--- src/hw/ifc_pkg.sv ---
// Constants, field layout and request carrier for the IDE function configuration header
package ifc_pkg;

   // Configuration byte offsets of the words held here
   localparam logic [7:0] OFS_MAKER_ID = 8'h00;
   localparam logic [7:0] OFS_FUNC_ID = 8'h02;
   localparam logic [7:0] OFS_COMMAND = 8'h04;
   localparam logic [7:0] OFS_STATUS = 8'h06;

   // Dword selects derived from the byte offsets (address bits 7:2)
   localparam logic [5:0] DW_IDENT = OFS_MAKER_ID[7:2];
   localparam logic [5:0] DW_CMDSTS = OFS_COMMAND[7:2];

   // Command field positions
   localparam int CMD_PORT_DECODE_BIT = 0;
   localparam int CMD_BUS_MASTER_BIT = 2;
   localparam logic [15:0] CMD_RESET = 16'h0000;

   // Status field positions
   localparam int STS_MASTER_ABORT_BIT = 13;
   localparam int STS_RCVD_TABORT_BIT = 12;
   localparam int STS_SIG_TABORT_BIT = 11;
   localparam int STS_FLAG_LO = 11;
   localparam int STS_FLAG_COUNT = 3;
   localparam logic [1:0] STS_DECODE_TIMING = 2'h1;
   localparam logic STS_B2B_ACCEPT = 1'b1;
   localparam logic [15:0] STS_RESET = 16'h0280;

   // Access answer delay in clock cycles
   localparam int ACK_LATENCY = 1;

   // One configuration access as seen by the function
   typedef struct packed {
      logic rd;
      logic wr;
      logic [7:0] addr;
      logic [3:0] byteEn;
      logic [31:0] wdata;
   } ifc_cfg_req_t;

   // Bus-master events reported by the IDE datapath
   typedef struct packed {
      logic masterAbort;
      logic rcvdTargetAbort;
      logic sigTargetAbort;
   } ifc_abort_evt_t;

endpackage

--- src/hw/ifc_w1c_flag.sv ---
// Sticky status flag that hardware sets and software clears by writing one
module ifc_w1c_flag
   import ifc_pkg::*;
(
   input wire logic clk,
   input wire logic rst,
   input wire logic setEvt,
   input wire logic clrReq,
   output logic flag_q
);

   logic flag_d;

   // Set wins over a clear in the same cycle so no event is lost
   assign flag_d = setEvt | (flag_q & ~clrReq);

   always_ff @(posedge clk) begin
      if (rst) begin
         flag_q <= 1'b0;
      end else begin
         flag_q <= flag_d;
      end
   end

endmodule // ifc_w1c_flag

--- src/hw/ifc_config_header.sv ---
// Configuration header of the IDE function: identity words, command and status
//
// How it works
// - Function identity word is read only
// - Command resets zero, unused bits read zero
// - Command bit 2 permits bus mastering
// - Command bit 0 enables all port decode
// - Status resets to 0280h
// - Bit 13 sets on master abort, W1C
// - Bit 12 sets on received target abort
// - Bit 11 sets on signaled target abort
// - Bits 10:9 always read 01
// - Bit 7 reads constant one
// - Bits 15,14,8,6:0 read zero
// - Maker identity word read only at 00h
module ifc_config_header
   import ifc_pkg::*;
#(
   parameter logic [15:0] MAKER_ID = 16'h1a2b, // Arbitrary value
   parameter logic [15:0] FUNC_ID = 16'h3c4d // Arbitrary value
)
(
   input wire logic clk,
   input wire logic rst,
   input wire ifc_cfg_req_t cfgReq,
   output logic cfgAck_q,
   output logic [31:0] cfgRdData_q,
   input wire ifc_abort_evt_t abortEvt,
   input wire logic legacyPortHit,
   input wire logic bmRegPortHit,
   input wire logic bmRequest,
   output logic ioClaim_q,
   output logic busMasterGrant_q,
   output logic busMasterPermit_q,
   output logic portDecodeEnable_q
);

   // Address decode of the configuration access
   wire logic [5:0] dwSel = cfgReq.addr[7:2];
   wire logic hitIdent = (dwSel == DW_IDENT);
   wire logic hitCmdSts = (dwSel == DW_CMDSTS);
   wire logic anyAccess = cfgReq.rd | cfgReq.wr;

   // Command writes land only through byte lane 0; lane 1 holds nothing writable
   wire logic cmdWrite = cfgReq.wr & hitCmdSts & cfgReq.byteEn[0];
   // Status flags live in lane 3, the high byte of the status word
   wire logic stsWrite = cfgReq.wr & hitCmdSts & cfgReq.byteEn[3];

   // Flag vector, bit 0 is the lowest flag position
   logic [STS_FLAG_COUNT-1:0] stsFlag_q;
   wire logic [STS_FLAG_COUNT-1:0] stsSet = {abortEvt.masterAbort, abortEvt.rcvdTargetAbort,
                                             abortEvt.sigTargetAbort};
   wire logic [STS_FLAG_COUNT-1:0] stsClr;

   assign stsClr = stsWrite ? cfgReq.wdata[16+STS_FLAG_LO +: STS_FLAG_COUNT] : '0;

   genvar gi;
   generate
      for (gi = 0; gi < STS_FLAG_COUNT; gi++) begin : gFlag
         ifc_w1c_flag uFlag (
            .clk(clk),
            .rst(rst),
            .setEvt(stsSet[gi]),
            .clrReq(stsClr[gi]),
            .flag_q(stsFlag_q[gi])
         );
      end
   endgenerate

   // hardwired fields around the flags; with the flags clear this is the reset value
   wire logic [15:0] statusWord;
   assign statusWord = {2'h0, // Parity and system error reporting are not built
                        stsFlag_q, // Sticky abort flags, bits 13 to 11
                        STS_DECODE_TIMING, // Medium decode timing, positive decode only
                        1'b0, // Data parity flag not built
                        STS_B2B_ACCEPT, // Accepts back-to-back transfers as a target
                        7'h00}; // Reserved

   // only two command bits exist; the rest read zero
   wire logic [15:0] commandWord;
   assign commandWord = CMD_RESET | (16'(busMasterPermit_q) << CMD_BUS_MASTER_BIT)
                      | (16'(portDecodeEnable_q) << CMD_PORT_DECODE_BIT);

   // identity words are constants, never written
   wire logic [31:0] identDword = {FUNC_ID, MAKER_ID};
   wire logic [31:0] cmdStsDword = {statusWord, commandWord};

   // Read mux; unmapped dwords read zero
   wire logic [31:0] rdMux = hitIdent ? identDword : (hitCmdSts ? cmdStsDword : 32'h0000_0000);

   // Next command bits
   logic busMasterPermit_d;
   logic portDecodeEnable_d;
   assign busMasterPermit_d = cmdWrite ? cfgReq.wdata[CMD_BUS_MASTER_BIT] : busMasterPermit_q;
   assign portDecodeEnable_d = cmdWrite ? cfgReq.wdata[CMD_PORT_DECODE_BIT] : portDecodeEnable_q;

   always_ff @(posedge clk) begin
      if (rst) begin
         busMasterPermit_q <= CMD_RESET[CMD_BUS_MASTER_BIT];
         portDecodeEnable_q <= CMD_RESET[CMD_PORT_DECODE_BIT];
      end else begin
         busMasterPermit_q <= busMasterPermit_d;
         portDecodeEnable_q <= portDecodeEnable_d;
      end
   end

   // Every access answers one cycle later; read data held until the next read
   always_ff @(posedge clk) begin
      if (rst) begin
         cfgAck_q <= 1'b0;
         cfgRdData_q <= 32'h0000_0000;
      end else begin
         cfgAck_q <= anyAccess;
         if (cfgReq.rd) begin
            cfgRdData_q <= rdMux;
         end
      end
   end

   // claim decode only while enabled; both legacy and bus-master ports
   wire logic ioClaim_d = portDecodeEnable_q & (legacyPortHit | bmRegPortHit);
   wire logic busMasterGrant_d = busMasterPermit_q & bmRequest;

   // the permit and decode gate rely on software ordering the base address first
   always_ff @(posedge clk) begin
      if (rst) begin
         ioClaim_q <= 1'b0;
         busMasterGrant_q <= 1'b0;
      end else begin
         ioClaim_q <= ioClaim_d;
         busMasterGrant_q <= busMasterGrant_d;
      end
   end
endmodule // ifc_config_header

--- config.mk ---
export PLATFORM = sky130hd
export DESIGN_NAME = ifc_config_header
export DESIGN_NICKNAME = d
export VERILOG_FILES = /design/src/hw/ifc_pkg.sv /design/src/hw/ifc_w1c_flag.sv /design/src/hw/ifc_config_header.sv
export SDC_FILE = /design/constraint.sdc
export NUM_CORES = 1
export LEC_CHECK = 0
export ABC_AREA = 1
export BUFFER_PORTS_ARGS = -buffer_cell sky130_fd_sc_hd__buf_2
export CAP_MARGIN = 40
export CORE_AREA = 2 2 53 55
export DETAILED_ROUTE_END_ITERATION = 10
export DIE_AREA = 0 0 55 57
export GPL_ROUTABILITY_DRIVEN = 0
export GPL_TIMING_DRIVEN = 0
export HOLD_SLACK_MARGIN = 0.06
export PLACE_DENSITY_LB_ADDON = 0.12
export SYNTH_ARGS = -nofsm -noshare
export SYNTH_HDL_FRONTEND = slang
export SYNTH_SLANG_ARGS = --single-unit
--- constraint.sdc ---
create_clock -name clk -period 1.4 [get_ports clk]
set_clock_uncertainty 0.2 [all_clocks]
set_input_delay 0.21 -clock clk [delete_from_list [all_inputs] [get_ports clk]]
set_output_delay 0.21 -clock clk [all_outputs]
set_load 0.03 [all_outputs]
==> impl_metrics.csv <==
group,metric,value,unit
synthesis,yosysSeqAreaShare,0.386,
synthesis,synth.largest_area_cell,"sky130_fd_sc_hd__dfxtp_1",
die,initial_core_util,0.298,
die,die_height,57,um
sta,report.final.setup_viol,0,
grt,global_route_wire_length_before_repair,2.69,mm
route,drc_errors,0,
final_layout,layout-area-overhead-vs-synth,73.5,%
synthesis,postSynthAreaPerCell,7.48,um2
die,die_width,55,um
run,cap_violations,0,
cts,cts_buffer_depth,2,
grt,grt_overflow,0,
synthesis,post-synth-top-count-cell,"sky130_fd_sc_hd__buf_4",
final_layout,final_nets,236,
synthesis,syn_inst,104,
die,core.rowCount,19,
synthesis,synth.ff_latch_count,15,
synthesis,synth_cell_types,18,
sta,fin_worst_hold_slack,65.0,ps
cts,root_buffer,"sky130_fd_sc_hd__clkbuf_4",
grt,antenna_found_initial,0,
critical_path,worst-endpoint-required,990,ps
sta,timing.final.ws_setup,57.8,ps
die,design.portCount,91,
route,route.antenna.remaining_nets,0,
cts,clk_transition_reported_paths,90,ps
critical_path,timing.critical_path.fanout_max,12,
route,routed_via_density,3.98,
placed_design,post-dp-hpwl,1.35,mm
critical_path,timing_worst_setup_path_type,"flop to output port",
critical_path,startpoint_type,"flop",
placed_design,port-buffer-count,45,
route,route.vias.total,843,
cts,clkSinkCount,15,
min_path,min_path_type,"primary input to flop",
critical_path,worst-endpoint-arrival,930,ps
sta,hold_viol,0,
sta,setup_repair_after_global_routing_missed_its_margin,"no",
placed_design,detailedPlace.worstSlack,73.5,ps
sta,max_freq,0.745,GHz
sta,fin_crit_sh,0.959,
synthesis,ys.flop_type,"sky130_fd_sc_hd__dfxtp_1",
cts,clock_tree_from_tritoncts,"yes",
outcome,run_status,"finished clean",
pwr,power_density,658,nW/um2
die,die_area,3140,um2
route,wire_per_inst,8.83,um
pwr,leakage,0.756,nW
cts,cts-htree-levels,1,
route,routed_wl,1.87,mm
grt,via_count_of_the_first_global_routing_pass,655,
final_layout,final_layout_size_suffix_gt1_frac,0.475,
sta,setup-tns-final,0,ps
synthesis,netlist_top_cells_area,"sky130_fd_sc_hd__dfxtp_1 39%, sky130_fd_sc_hd__buf_4 24%, sky130_fd_sc_hd__nand2_1 8.7%, sky130_fd_sc_hd__nor2_1 6.3%, sky130_fd_sc_hd__a21oi_1 5.8%",
final_layout,antenna-diode-count,0,
sta,finalMaxSlewViolations,0,
sta,finalCriticalPeriod,1340,ps
pwr,power.ir.vdd_worst,0.466,mV
synthesis,synth_async_reset_ratio,0,
synthesis,netlist.area_leader.share,0.386,
route,drt_iter0_markers,5,
grt,grt_max_degree,13,
synthesis,synth_enable_flop_cells,0,
synthesis,syn-cell-area,778,um2
synthesis,synth_warnings,0,
cts,cts_buffers,3,
route,detail_route.first_pass.iterations,3,
grt,grt.total_usage,0.118,
cts,clock_latency_at_the_later_pin_of_the_worst_skew_pair,280,ps
synthesis,synth_commonest_cells,"25 x sky130_fd_sc_hd__buf_4, 18 x sky130_fd_sc_hd__nand2_1, 15 x sky130_fd_sc_hd__dfxtp_1, 13 x sky130_fd_sc_hd__nor2_1, 9 x sky130_fd_sc_hd__a21oi_1",
die,design.core.area,2620,um2
critical_path,cp-end-kind,"output port",
-- power breakdown --
group | internal (mW) | switching [mW]
Clock | 0.106 | 0.139
Combinational | 0.0948 | 0.108
Sequential | 0.434 | 0.00547
-- cell families (layout without fill, tap and decap cells) --
group                  Yosys count  count (layout)  share of synthesized area
other                            1              14                    0.00482
AOI/OAI and AO/OA               12              12                     0.0772
buffers and inverters           34              98                      0.285
DFF                             15              15                      0.386
and+or+nand+nor                 42              42                      0.248
-- critical path: stages, from the launching register on --
cell and delay [ps]:
sky130_fd_sc_hd__dfxtp_4 390, sky130_fd_sc_hd__buf_4 140, sky130_fd_sc_hd__buf_6 130
-- area by class of cell --
class | instances | area, um2
plain buffers | 26 | 193
clock buffers | 3 | 22.5
clock inverters | 1 | 5.00
fillers | 264 | 1260
inverters | 8 | 30.0
multi-input cells | 68 | 313
flip-flops and latches | 15 | 304
well taps | 31 | 38.8
repair buffers | 60 | 444
-- cells in the final DEF (no fill, tap or decap), types with 3 or more instances in the layout --
cell type                        n
sky130_fd_sc_hd__a21oi_1         7
sky130_fd_sc_hd__buf_2          34
sky130_fd_sc_hd__buf_4          26
sky130_fd_sc_hd__buf_6          11
sky130_fd_sc_hd__clkbuf_4        3
sky130_fd_sc_hd__conb_1         14
sky130_fd_sc_hd__dfxtp_1        14
sky130_fd_sc_hd__dlygate4sd3_1  13
sky130_fd_sc_hd__inv_1           6
sky130_fd_sc_hd__nand2_1        18
sky130_fd_sc_hd__nand4_1         4
sky130_fd_sc_hd__nor2_1         13
-- stage by stage --
step / power, mW / instances / utilization / instance area, um2
after CTS: 0.887 / 211 / 0.492 / 1290
after global routing: 0.935 / 212 / 0.516 / 1350
final: 0.888 / 212 / 0.516 / 1350
after detailed placement: 0.614 / 193 / 0.417 / 1090
after floorplan: 0.567 / 117 / - / 827
after global placement: 0.613 / 193 / 0.417 / 1090
-- flip-flops by register name, indices dropped and copies added (netlist names) --
| register | flops |
|---|---|
| cfgRdData_q | 7 |
| gFlag.uFlag.flag_q | 3 |
| busMasterGrant_q | 1 |
| busMasterPermit_q | 1 |
| cfgAck_q | 1 |
| ioClaim_q | 1 |
| portDecodeEnable_q | 1 |
-- layer usage --
layer  GRT usage  part of all wire  vias to the layer above  wire, um
li1            -                 -                      441         -
met1       0.128              0.38                      360       715
met2       0.204              0.51                       38       949
met3      0.0366             0.091                        4       171
met4      0.0523             0.019                        0        36
met5           0                 0                        -         0
-- timing repair --
item / CTS / global route
endpoints found under the hold margin: 10 / 0
setup buffers: 0 / 1
pin swaps: 0 / 4
resized for setup: 12 / 17
endpoints found under the setup margin: 11 / 17
hold buffers: 14 / 0
-- final timing paths --
kind	from	slack, ps	depth (start not counted)	to
hold reg to reg	cfgRdData_q[2]	270	2	cfgRdData_q[2]
setup reg to reg	cfgRdData_q[28]	490	4	cfgRdData_q[28]
setup / recovery	cfgRdData_q[26]	60	2	cfgRdData_q[18]
hold / removal	cfgReq[35]	60	4	gFlag[0].uFlag.flag_q
(Power assumes the default switching activity.)
